## src/verilog/acp_pkg.sv

```systemverilog
// Package for the conversion control and parallel port of a dual 12-bit converter
// Assumes one system clock mclk_in at 40 MHz; all pins synchronised inside the block
package acp_pkg;
	localparam int ACP_DATA_W = 12;
	localparam int ACP_FIFO_DEPTH = 8;
	localparam int ACP_CONV_EDGES = 14;
	localparam int ACP_CONV_EDGE_W = 4;
	localparam logic [3:0] ACP_CONV_EDGES_C = 4'hE;
	localparam int ACP_MSB_POS = 11;
	localparam int ACP_LSB_POS = 0;
	localparam logic [11:0] ACP_CFG_RESET = 12'h000;
	localparam logic [11:0] ACP_RESULT_RESET = 12'h000;

	typedef enum logic [1:0] {
		ACP_IDLE,
		ACP_HOLD_WAIT,
		ACP_CONVERTING
	} acp_state_type;

	// Pins of the host side parallel port after synchronisation
	typedef struct packed {
		logic cs_n;
		logic rd_n;
		logic wr_n;
	} acp_strobe_type;

	// One result word: channel pair marker plus data
	typedef struct packed {
		logic chan_b;
		logic [11:0] data;
	} acp_result_type;
endpackage

```

## src/verilog/acp_fifo.sv

```systemverilog
// Result FIFO of parameter width and depth with valid and ready on both sides
// Assumes one clock; read data come from a register
`timescale 1ns/1ps
module acp_fifo #(
	parameter int WIDTH = 13,
	parameter int DEPTH = 8
) (
	// Clock and reset
	input wire logic mclk_in,
	input wire logic nrst_in,
	// Fill side
	input wire logic wr_valid_in,
	output logic wr_ready_out,
	input wire logic [WIDTH-1:0] wr_data_in,
	// Drain side
	output logic rd_valid_out,
	input wire logic rd_ready_in,
	output logic [WIDTH-1:0] rd_data_out
);
	localparam int AW = $clog2(DEPTH);
	logic [WIDTH-1:0] mem [DEPTH];
	logic [AW-1:0] wptr;
	logic [AW-1:0] rptr;
	logic [AW:0] count;
	logic do_wr;
	logic do_rd;

	assign do_wr = wr_valid_in && wr_ready_out;
	assign do_rd = rd_valid_out && rd_ready_in;

	always_ff @(posedge mclk_in or negedge nrst_in) begin
		if (!nrst_in) begin
			wptr <= '0;
			rptr <= '0;
			count <= '0;
		end else begin
			if (do_wr)
				wptr <= (wptr == AW'(DEPTH - 1)) ? '0 : wptr + 1'b1;
			if (do_rd)
				rptr <= (rptr == AW'(DEPTH - 1)) ? '0 : rptr + 1'b1;
			if (do_wr && !do_rd)
				count <= count + 1'b1;
			else if (do_rd && !do_wr)
				count <= count - 1'b1;
		end
	end

	always_ff @(posedge mclk_in) begin
		if (do_wr)
			mem[wptr] <= wr_data_in;
	end

	// Registered head word, refreshed whenever the head pointer moves and a stored word remains
	always_ff @(posedge mclk_in or negedge nrst_in) begin
		if (!nrst_in) begin
			rd_data_out <= '0;
			rd_valid_out <= 1'b0;
			wr_ready_out <= 1'b0;
		end else begin
			wr_ready_out <= (count + (AW+1)'(do_wr) - (AW+1)'(do_rd)) < (AW+1)'(DEPTH);
			if (!rd_valid_out || do_rd) begin
				if (do_rd)
					rd_valid_out <= 1'b0;
				if ((count - (AW+1)'(do_rd)) != '0 && !(rd_valid_out && !do_rd)) begin
					rd_data_out <= mem[do_rd ? ((rptr == AW'(DEPTH - 1)) ? '0 : rptr + 1'b1) : rptr];
					rd_valid_out <= ((count - (AW+1)'(do_rd)) != '0);
				end
			end
		end
	end
endmodule

```

## src/verilog/acp_port.sv

```systemverilog
// Conversion control and 12-bit parallel host port of a dual converter
// Assumes pins arrive asynchronously to mclk_in; the conversion clock pin is sampled
// Behaviour
// - The falling edge of sample_hold_trigger_n puts the inputs into hold on the third mclk_in rise after it.
// - Conversion begins on the next rising edge of the conversion clock after that fall.
// - Busy goes high once the inputs are in hold.
// - Busy goes low when the conversion is finished and a result waits.
// - Read and write strobes act only while chip select is low.
// - With chip select high all port inputs are ignored and the data bus is released.
// - Each read strobe fall with chip select low and a result waiting puts the next result on the bus.
// - A write strobe rise with chip select low captures the bus word as configuration.
// - Busy falls just after the fourteenth conversion clock rise counted from the start.
`timescale 1ns/1ps
module acp_port
	import acp_pkg::*;
#(
	parameter int DATA_W = ACP_DATA_W,
	parameter int FIFO_DEPTH = ACP_FIFO_DEPTH
) (
	// Clock and reset
	input wire logic mclk_in,
	input wire logic nrst_in,
	// Conversion control pins
	input wire logic sample_hold_trigger_n_in,
	input wire logic conv_clk_in,
	output logic busy_out,
	output logic hold_out,
	// Parallel host port
	input wire logic cs_n_in,
	input wire logic rd_n_in,
	input wire logic wr_n_in,
	input wire logic [DATA_W-1:0] data_in,
	output logic [DATA_W-1:0] data_out,
	output logic data_oe_n_out,
	// Analog core results for channel pair A and B
	input wire logic [DATA_W-1:0] core_a_in,
	input wire logic [DATA_W-1:0] core_b_in,
	// Configuration word and overrun flag
	output logic [DATA_W-1:0] cfg_out,
	output logic overrun_out
);
	logic [1:0] trig_s;
	logic [1:0] cclk_s;
	logic [1:0] cs_s;
	logic [1:0] rd_s;
	logic [1:0] wr_s;
	logic [DATA_W-1:0] din_s1;
	logic [DATA_W-1:0] din_s2;
	logic trig_q;
	logic cclk_q;
	acp_strobe_type pins_q;
	acp_strobe_type pins_now;
	acp_state_type state;
	logic [ACP_CONV_EDGE_W-1:0] edge_cnt;
	logic trig_fall;
	logic cclk_rise;
	logic rd_fall;
	logic wr_rise;
	logic push_b;
	logic [DATA_W-1:0] res_b;
	logic fill_valid;
	logic fill_ready;
	acp_result_type fill_word;
	logic head_valid;
	acp_result_type head_word;
	logic conv_done;

	// Two-stage synchronisers
	always_ff @(posedge mclk_in or negedge nrst_in) begin
		if (!nrst_in) begin
			trig_s <= 2'h3;
			cclk_s <= 2'h0;
			cs_s <= 2'h3;
			rd_s <= 2'h3;
			wr_s <= 2'h3;
			din_s1 <= '0;
			din_s2 <= '0;
		end else begin
			trig_s <= {trig_s[0], sample_hold_trigger_n_in};
			cclk_s <= {cclk_s[0], conv_clk_in};
			cs_s <= {cs_s[0], cs_n_in};
			rd_s <= {rd_s[0], rd_n_in};
			wr_s <= {wr_s[0], wr_n_in};
			din_s1 <= data_in;
			din_s2 <= din_s1;
		end
	end

	assign pins_now = '{cs_n: cs_s[1], rd_n: rd_s[1], wr_n: wr_s[1]};

	always_ff @(posedge mclk_in or negedge nrst_in) begin
		if (!nrst_in) begin
			trig_q <= 1'b1;
			cclk_q <= 1'b0;
			pins_q <= '{cs_n: 1'b1, rd_n: 1'b1, wr_n: 1'b1};
		end else begin
			trig_q <= trig_s[1];
			cclk_q <= cclk_s[1];
			pins_q <= pins_now;
		end
	end

	assign trig_fall = trig_q && !trig_s[1];
	assign cclk_rise = !cclk_q && cclk_s[1];
	assign rd_fall = !pins_now.cs_n && pins_q.rd_n && !pins_now.rd_n;
	assign wr_rise = !pins_now.cs_n && !pins_q.wr_n && pins_now.wr_n;
	assign conv_done = (state == ACP_CONVERTING) && cclk_rise
		&& (edge_cnt == ACP_CONV_EDGES_C - 4'h1);

	// Conversion sequencer
	always_ff @(posedge mclk_in or negedge nrst_in) begin
		if (!nrst_in) begin
			state <= ACP_IDLE;
			edge_cnt <= '0;
		end else begin
			case (state)
				ACP_IDLE: begin
					if (trig_fall)
						state <= ACP_HOLD_WAIT;
				end
				ACP_HOLD_WAIT: begin
					if (cclk_rise) begin
						state <= ACP_CONVERTING;
						edge_cnt <= 4'h1;
					end
				end
				ACP_CONVERTING: begin
					if (conv_done)
						state <= ACP_IDLE;
					else if (cclk_rise)
						edge_cnt <= edge_cnt + 4'h1;
				end
				default: state <= ACP_IDLE;
			endcase
		end
	end

	// Hold and busy rise together on the trigger fall and end together with the conversion
	always_ff @(posedge mclk_in or negedge nrst_in) begin
		if (!nrst_in) begin
			busy_out <= 1'b0;
			hold_out <= 1'b0;
		end else if (state == ACP_IDLE && trig_fall) begin
			busy_out <= 1'b1;
			hold_out <= 1'b1;
		end else if (conv_done) begin
			busy_out <= 1'b0;
			hold_out <= 1'b0;
		end
	end

	// Push pair A then pair B into the result FIFO
	always_ff @(posedge mclk_in or negedge nrst_in) begin
		if (!nrst_in) begin
			fill_valid <= 1'b0;
			fill_word <= '0;
			push_b <= 1'b0;
			res_b <= ACP_RESULT_RESET;
			overrun_out <= 1'b0;
		end else begin
			if (conv_done) begin
				if (fill_valid || push_b)
					overrun_out <= 1'b1;
				fill_valid <= 1'b1;
				fill_word <= '{chan_b: 1'b0, data: core_a_in};
				res_b <= core_b_in;
				push_b <= 1'b1;
			end else if (fill_valid && fill_ready) begin
				if (push_b) begin
					fill_word <= '{chan_b: 1'b1, data: res_b};
					push_b <= 1'b0;
				end else begin
					fill_valid <= 1'b0;
				end
			end
		end
	end

	acp_fifo #(
		.WIDTH(DATA_W + 1),
		.DEPTH(FIFO_DEPTH)
	) u_fifo (
		.mclk_in(mclk_in),
		.nrst_in(nrst_in),
		.wr_valid_in(fill_valid),
		.wr_ready_out(fill_ready),
		.wr_data_in(fill_word),
		.rd_valid_out(head_valid),
		.rd_ready_in(rd_fall),
		.rd_data_out(head_word)
	);

	// Read port: bus released while chip select is high
	always_ff @(posedge mclk_in or negedge nrst_in) begin
		if (!nrst_in) begin
			data_out <= ACP_RESULT_RESET;
			data_oe_n_out <= 1'b1;
		end else begin
			data_oe_n_out <= pins_now.cs_n || pins_now.rd_n;
			if (rd_fall && head_valid)
				data_out <= head_word.data;
		end
	end

	// Configuration write
	always_ff @(posedge mclk_in or negedge nrst_in) begin
		if (!nrst_in)
			cfg_out <= ACP_CFG_RESET;
		else if (wr_rise)
			cfg_out <= din_s2;
	end

	a_busy_rises: assert property (@(posedge mclk_in) disable iff (!nrst_in)
		(state == ACP_IDLE && trig_fall) |=> busy_out && hold_out)
		else $error("busy not raised after trigger fall");
	a_hold_no_clk: assert property (@(posedge mclk_in) disable iff (!nrst_in)
		(state == ACP_IDLE && trig_fall && !cclk_rise) |=> state == ACP_HOLD_WAIT)
		else $error("hold not entered without clock edge");
	a_start_edge: assert property (@(posedge mclk_in) disable iff (!nrst_in)
		(state == ACP_HOLD_WAIT && cclk_rise) |=> state == ACP_CONVERTING && edge_cnt == 4'h1)
		else $error("conversion did not start on clock rise");
	a_busy_falls: assert property (@(posedge mclk_in) disable iff (!nrst_in)
		conv_done |=> !busy_out && state == ACP_IDLE)
		else $error("busy not cleared at end");
	a_busy_14th: assert property (@(posedge mclk_in) disable iff (!nrst_in)
		$fell(busy_out) |-> $past(edge_cnt) == ACP_CONV_EDGES_C - 4'h1)
		else $error("busy fell on wrong clock edge");
	a_cs_high_hiz: assert property (@(posedge mclk_in) disable iff (!nrst_in)
		pins_now.cs_n |=> data_oe_n_out)
		else $error("bus driven with chip select high");
	a_cs_gates: assert property (@(posedge mclk_in) disable iff (!nrst_in)
		pins_now.cs_n |=> $stable(cfg_out))
		else $error("write taken with chip select high");
	a_write_cap: assert property (@(posedge mclk_in) disable iff (!nrst_in)
		wr_rise |=> cfg_out == $past(din_s2))
		else $error("write word not captured");
	a_read_data: assert property (@(posedge mclk_in) disable iff (!nrst_in)
		(rd_fall && head_valid) |=> data_out == $past(head_word.data) && !data_oe_n_out)
		else $error("read did not present result");

	c_conversion: cover property (@(posedge mclk_in) disable iff (!nrst_in) conv_done);
	c_read: cover property (@(posedge mclk_in) disable iff (!nrst_in) rd_fall && head_valid);
	c_write: cover property (@(posedge mclk_in) disable iff (!nrst_in) wr_rise);
	c_overrun: cover property (@(posedge mclk_in) disable iff (!nrst_in) $rose(overrun_out));
endmodule
```

## config.mk

```make
export PLATFORM = sky130hd
export DESIGN_NAME = acp_port
export DESIGN_NICKNAME = d
export VERILOG_FILES = /design/src/verilog/acp_pkg.sv /design/src/verilog/acp_fifo.sv /design/src/verilog/acp_port.sv
export SDC_FILE = /design/constraint.sdc
export NUM_CORES = 1
export LEC_CHECK = 0
export BUFFER_PORTS_ARGS = -buffer_cell sky130_fd_sc_hd__buf_4
export CORE_ASPECT_RATIO = 1.2
export CORE_UTILIZATION = 43
export DETAILED_ROUTE_END_ITERATION = 8
export GPL_TIMING_DRIVEN = 0
export SYNTH_ARGS = -nofsm -noshare
export SYNTH_HDL_FRONTEND = slang
export SYNTH_SLANG_ARGS = --single-unit
```

## constraint.sdc

```tcl
create_clock -name mclk_in -period 7.3 [get_ports mclk_in]
set_clock_uncertainty 0.2 [all_clocks]
set_input_delay 2.19 -clock mclk_in [delete_from_list [all_inputs] [get_ports mclk_in]]
set_output_delay 2.19 -clock mclk_in [all_outputs]
set_load 0.03 [all_outputs]
```

==> results of run 1 <==
==> cell type report <==
class	instances	area, um^2
Buffer	55	272
Clock buffer	30	632
Clock inverter	12	165
Fill cell	1959	10400
Inverter	12	45.0
Multi-Input combinational cell	531	3340
Sequential cell	217	5930
Tap cell	274	343
Timing Repair Buffer	76	602
==> registers in the layout (all words and copies together) (netlist names), 2 cells and up <==
register            cells
u_fifo.mem             96
cfg_out                12
data_out               12
din_s1                 12
din_s2                 12
fill_word              12
res_b                  12
u_fifo.rd_data_out     12
edge_cnt                4
u_fifo.count            4
u_fifo.rptr             3
u_fifo.wptr             3
cclk_s                  2
cs_s                    2
pins_q                  2
rd_s                    2
state                   2
trig_s                  2
wr_s                    2
==> path summary, 6_finish.rpt <==
check	start	to	slack (ns)
min in group asynchronous	nrst_in	din_s1[0]	1.42
worst min-delay path	din_s1[2]	din_s2[2]	0.14
worst max-delay path	pins_q[1]	u_fifo.rd_data_out[3]	3.06
worst max register to register	pins_q[1]	u_fifo.rd_data_out[3]	3.06
worst min register to register	din_s1[2]	din_s2[2]	0.14
max in group asynchronous	nrst_in	rd_s[0]	4.75
==> cell families (layout without fill, tap and decap cells) <==
family	Yosys count	count (layout)
and+or+nand+nor	372	372
DFF	217	217
AOI/OAI and AO/OA	82	82
muxes	54	54
xor gates and xnor gates	8	8
buffers and inverters	67	185
adders and majority gates	15	15
==> per-layer routing <==
layer	track usage, %	routed length (um)
met5	0	0
met4	9.99	915
met3	2.80	1310
met2	33.8	11000
met1	26.7	9750
==> synth_stat cells (all sizes together), types with 2 or more instances <==
| cell type | instances |
|---|---|
| nand2 | 124 |
| dfrtp | 109 |
| and3 | 98 |
| edfxtp | 96 |
| nor4 | 61 |
| a21oi | 55 |
| nand2b | 52 |
| mux2 | 39 |
| clkbuf | 35 |
| buf | 20 |
| o21ai | 20 |
| mux2i | 15 |
| ha | 14 |
| dfstp | 12 |
| nor2 | 12 |
| inv | 11 |
| nor3 | 7 |
| nor2b | 5 |
| nor3b | 5 |
| xnor2 | 5 |
| a21o | 3 |
| xor2 | 3 |
| or2 | 2 |
==> worst max-delay path: stages (launching register included) <==
cell and delay [ns]:
sky130_fd_sc_hd__dfstp_2 0.52, sky130_fd_sc_hd__and4bb_1 0.25, sky130_fd_sc_hd__buf_6 0.18, sky130_fd_sc_hd__clkbuf_1 0.37
sky130_fd_sc_hd__buf_2 0.34, sky130_fd_sc_hd__buf_2 0.28, sky130_fd_sc_hd__ha_1 0.23, sky130_fd_sc_hd__inv_1 0.05
sky130_fd_sc_hd__ha_1 0.28, sky130_fd_sc_hd__or4_1 0.58, sky130_fd_sc_hd__nand2_1 0.16, sky130_fd_sc_hd__buf_2 0.30
sky130_fd_sc_hd__mux2_2 0.37
==> stage by stage <==
step                setup slack [ns]  hold WS [ns]
floorplan                       3.83         0.131
global placement                3.06         0.132
detailed placement              3.02         0.135
CTS                             3.01         0.144
global route                    2.86         0.155
finish                          3.06         0.144
==> where the power goes <==
part | switching, mW | internal (mW) | total (mW) | leakage [nW]
Sequential | 0.0253 | 1.31 | 1.33 | 2.62
Combinational | 0.180 | 0.120 | 0.300 | 2.25
Clock | 0.466 | 0.751 | 1.22 | 0.384
Total | 0.672 | 2.18 | 2.85 | 5.25
==> results.toml, run 1 <==
[sta]
rsz0062_at_grt = "false"
tightestPinTransition_ns = 1.03
fin_tns_setup_ns = 0
setup_viol = 0
finalHoldViolations = 0
drv_slew = 0
period_needed_ns = 4.24
timing.final.crit_share_pct = 58.1
worst_slew_margin_rel_pct = 30.9
timing.fmax_mhz = 236

[yosys]
synthDistinctLibCells = 43
synth.cell_area_mm2 = 0.00955
ys_seq_area_share_pct = 62.1
synthTopCellsByArea = "sky130_fd_sc_hd__edfxtp_1 (30%), sky130_fd_sc_hd__dfrtp_1 (29%), sky130_fd_sc_hd__and3_1 (6.4%), sky130_fd_sc_hd__nand2_1 (4.9%), sky130_fd_sc_hd__mux2_2 (4.1%)"
post_synth_xor_area_fraction_pct = 0.734
synth.mux.area_fraction_pct = 6.21
syn-num-nets = 873
combinational_family_with_the_most_area_after_synthesis = "simple AND/OR/NAND/NOR gates"
yosys_most_used_dff = "sky130_fd_sc_hd__dfrtp_1"
synth_cells = 815
yosys.area.top_type_share_pct = 30.2
synth_largest_area_cell = "sky130_fd_sc_hd__edfxtp_1"
post_synth_and_or_nand_nor_area_fraction_pct = 21.1
avgSynthCellArea_um2 = 11.7
synthesized_area_fraction_occupied_by_ao_oa_aoi_and_oai_cells_pct = 4.51
yosys.area_share.adder_pct = 2.04
flop_and_latch_count_out_of_synthesis = 217
synth_enable_flop_cells = 96
synth_async_sr_flop_share_pct = 55.8
yosys_warnings = 0

[place]
dpl-instance-area_mm2 = 0.0105
globalplace.congestion = 0.832
buffer_ports.inserted = 70
detailed_place_hpwl_um = 16000
place.detailed.instances = 1165

[clock_tree]
post_cts.repair.setup_buffers = 0
post_cts_resized = 0
cts_made_buffers = 23
clock_tree.htree_level_count = 1
tritoncts_clock_tree = "done"
cts_root_buffer = "sky130_fd_sc_hd__clkbuf_16"
cts.path.max_buffers = 3
clock_transition_at_the_registers_of_the_reported_paths_ns = 0.06
tritoncts_num_sinks = 217
clock_latency_late_sink_ns = 0.51
cts-hold-fix-buffers = 0

[worst_hold_path]
min-delay-path-class = "reg2reg"
min_delay_path_depth = 0

[cells_and_area]
flow.area_growth_from_synthesis_pct = 18.6
antenna_cells = 0
finish.utilization_pct = 52.2
mostFrequentLayoutCells = "sky130_fd_sc_hd__nand2_1 (124), sky130_fd_sc_hd__dfrtp_1 (109), sky130_fd_sc_hd__and3_1 (98)"
design_area_mm2 = 0.0113
final_cells = 1207
layout-drive-gt1-share_pct = 20.6
nets_final = 974
layout_commonest_cell = "sky130_fd_sc_hd__nand2_1"

[grt]
groute.usage.overall_pct = 20.4
grt_pass1_wl_um = 36000
grt_antenna_before_repair = 0
number_of_global_route_vias_before_repair = 6479
grt_overflow = 0
grt_start_max_net_pins = 68

[routing]
route.detailed.vias_per_inst = 5.41
first_pass_iters = 6
drc = 0
route.final.wire_length_um = 23000
route.vias.total = 6533
wl_per_cell_um = 19.1
ant_nets = 0
dr.first_iter.drc_count = 515

[power]
vdd_ir_drop_max_mv = 0.223
cellPowerDensity_mw_per_mm2 = 252
total_power_mw = 2.85
static_leakage_nw = 5.25

[status]
outcome = "completed"

[worst_setup_path]
critPathRequiredTime_ns = 7.49
worst-path-max-fanout = 10
worst_setup_path_start_kind = "register"
worst_r2r_path_depth = 12
worstSetupEndpointType = "register"
worst_ep_arrival_time_ns = 4.43
setup.worst_path.class = "reg2reg"

[floorplanning]
dieArea_mm2 = 0.0228
floorplan.initialDensity_pct = 44.0
dieWidth_um = 138
num_io_pins = 71
placementRows = 59
die_y_um = 165
core-area_mm2 = 0.0217

[job]
maxCapViolCount = 0
Power figures use the tool's default switching activity.
==> run 2, diff against run 1 <==
==> constraint.sdc (replaced) <==
create_clock -name mclk_in -period 4.05 [get_ports mclk_in]
set_clock_uncertainty 0.2 [all_clocks]
set_input_delay 1.215 -clock mclk_in [delete_from_list [all_inputs] [get_ports mclk_in]]
set_output_delay 1.215 -clock mclk_in [all_outputs]
set_load 0.03 [all_outputs]
==> run 2 against run 1 <==
Net effect: via count barely moved; global-route usage barely moved; sequential power rose by 80%; power rose by 80%; fmax rose by 10%; cell area barely moved; sequential share of layout area barely moved; critical path type unchanged; highest routed layer unchanged.
==> results.toml, run 2 (same netlist as run 1, synthesis figures left out) <==
[cells_and_area]
largest_reg_flops = 96
antenna_cells = 0
mostFrequentLayoutCells = "sky130_fd_sc_hd__nand2_1 (124), sky130_fd_sc_hd__dfrtp_1 (109), sky130_fd_sc_hd__and3_1 (98)"
flow.area_growth_from_synthesis_pct = 18.6
regMostFlops = "u_fifo.mem"
layout-drive-gt1-share_pct = 20.6
design_area_mm2 = 0.0113
nets_final = 973
layout_commonest_cell = "sky130_fd_sc_hd__nand2_1"
final_cells = 1206

[job]
maxCapViolCount = 0

[worst_setup_path]
regToRegSetupSlack_ns = 0.19
slowest_delay_ns = 0.58
worst_setup_path_start_kind = "register"
setup.worst_path.class = "reg2reg"
worst_r2r_path_depth = 11
worst_ep_arrival_time_ns = 4.04
startpoint_of_the_worst_register_to_register_path = "pins_q[1]"
rr_endpoint = "u_fifo.rd_data_out[3]"
slowest_stage = "sky130_fd_sc_hd__or4_1"
crit_top_cell = "sky130_fd_sc_hd__buf_2"
cp_cell_sequence = "and4bb_1 > buf_6 > buf_2 > buf_2 > ha_1 > inv_1 > ha_1 > or4_1 > nand2_1 > buf_2 > mux2_2"
worst-path-max-fanout = 19
critPathRequiredTime_ns = 4.24
worstSetupEndpointType = "register"

[routing]
route.detailed.vias_per_inst = 5.41
route.final.wire_length_um = 23000
first_pass_iters = 5
route.vias.total = 6528
ant_nets = 0
dr.first_iter.drc_count = 527
drc = 0
wl_per_cell_um = 19.1

[clock_tree]
cts-hold-fix-buffers = 0
post_cts_resized = 0
tritoncts_num_sinks = 217
cts_root_buffer = "sky130_fd_sc_hd__clkbuf_16"
tritoncts_clock_tree = "done"
cts.path.max_buffers = 3
cts_made_buffers = 23
clock_latency_late_sink_ns = 0.51
clock_tree.htree_level_count = 1
post_cts.repair.setup_buffers = 0
clock_transition_at_the_registers_of_the_reported_paths_ns = 0.06

[power]
total_power_mw = 5.14
vdd_ir_drop_max_mv = 0.402
p_comb_share_pct = 10.5
internal_power_mw = 3.93
p_clk_share_pct = 42.7
static_leakage_nw = 5.25
p_seq_share_pct = 46.8
cellPowerDensity_mw_per_mm2 = 454
p_switching_mw = 1.21
swShare_pct = 23.6

[sta]
timing.final.crit_share_pct = 95.2
setup_viol = 0
rsz0062_at_grt = "false"
finalHoldViolations = 0
worst_slew_margin_rel_pct = 30.6
holdWs_ns = 0.144
tightestPinTransition_ns = 1.04
drv_slew = 0
period_needed_ns = 3.86
timing.fmax_mhz = 259

[place]
buffer_ports.inserted = 70
detailed_place_hpwl_um = 16000
globalplace.congestion = 0.832
dpl-instance-area_mm2 = 0.0105
place.detailed.instances = 1165

[grt]
number_of_global_route_vias_before_repair = 6483
grt_start_max_net_pins = 68
groute.usage.overall_pct = 20.4
grt_pass1_wl_um = 35900
grt_antenna_before_repair = 0
grt_overflow = 0

[worst_hold_path]
whs_endpoint = "din_s2[2]"
min-delay-path-class = "reg2reg"
min_delay_path_depth = 0
min_from = "din_s1[2]"

[status]
outcome = "completed"

[floorplanning]
core-area_mm2 = 0.0217
die_y_um = 165
dieArea_mm2 = 0.0228
floorplan.initialDensity_pct = 44.0
num_io_pins = 71
placementRows = 59
dieWidth_um = 138
==> run 2: cell types whose count changed in the layout (fill, tap and decap cells not counted), sizes merged <==
cell    before  now
clkbuf      65   64
==> run 2: layer usage <==
metal | global-route usage (%) | wire [um] | up-vias
met3 | 2.74 | 1270 | 45
met2 | 33.8 | 11000 | 202
li1 | - | - | 3108
met1 | 26.7 | 9730 | 3173
met5 | 0 | 0 | -
met4 | 9.89 | 959 | 0
==> run 2: cell type report <==
type / count / area, um^2
multi-input cells: 531 / 3340
well taps: 274 / 343
flip-flops and latches: 217 / 5930
plain buffers: 54 / 268
clock buffers: 30 / 632
clock inverters: 12 / 165
fillers: 1959 / 10400
repair buffers: 76 / 602
inverters: 12 / 45.0
==> run 2: worst max path at each step <==
| stage | cells past startpoint | from | end | slack [ns] |
|---|---|---|---|---|
| 2_1_floorplan | 12 | pins_q[1] | u_fifo.rd_data_out[10] | 0.58 |
| 3_3_place_gp | 12 | pins_q[1] | u_fifo.rd_data_out[10] | -0.19 |
| 3_5_place_dp | 12 | pins_q[1] | u_fifo.rd_data_out[10] | -0.23 |
| 4_1_cts | 11 | pins_q[1] | u_fifo.rd_data_out[3] | 0.14 |
| 5_1_grt | 11 | pins_q[1] | u_fifo.rd_data_out[3] | 0.01 |
| 6_report | 11 | pins_q[1] | u_fifo.rd_data_out[3] | 0.19 |
==> run 2: per-stage QoR <==
step                worst slack [ns]  util, %  TNS (ns)
floorplan                      0.575        -         0
global placement              -0.192     48.0     -1.85
detailed placement            -0.225     48.5     -2.20
CTS                            0.138     52.2         0
global route                  0.0141     52.2         0
finish                         0.194     52.2         0
==> run 2: worst max-delay path, delay by kind of cell (launching register included) <==
kind	cells	cell delay [ns]
simple gates	3	0.98
flops	1	0.52
mux	1	0.37
fa+ha+maj	2	0.51
buf+inv	5	1.15
==> run 2: power by group through the flow <==
| stage | registers (mW) | clock network (mW) | logic [mW] |
|---|---|---|---|
| floorplan | 2.48 | 0 | 0.296 |
| global placement | 2.44 | 0 | 0.535 |
| detailed placement | 2.45 | 0 | 0.544 |
| CTS | 2.41 | 2.24 | 0.548 |
| global route | 2.41 | 2.33 | 0.599 |
| finish | 2.40 | 2.20 | 0.541 |
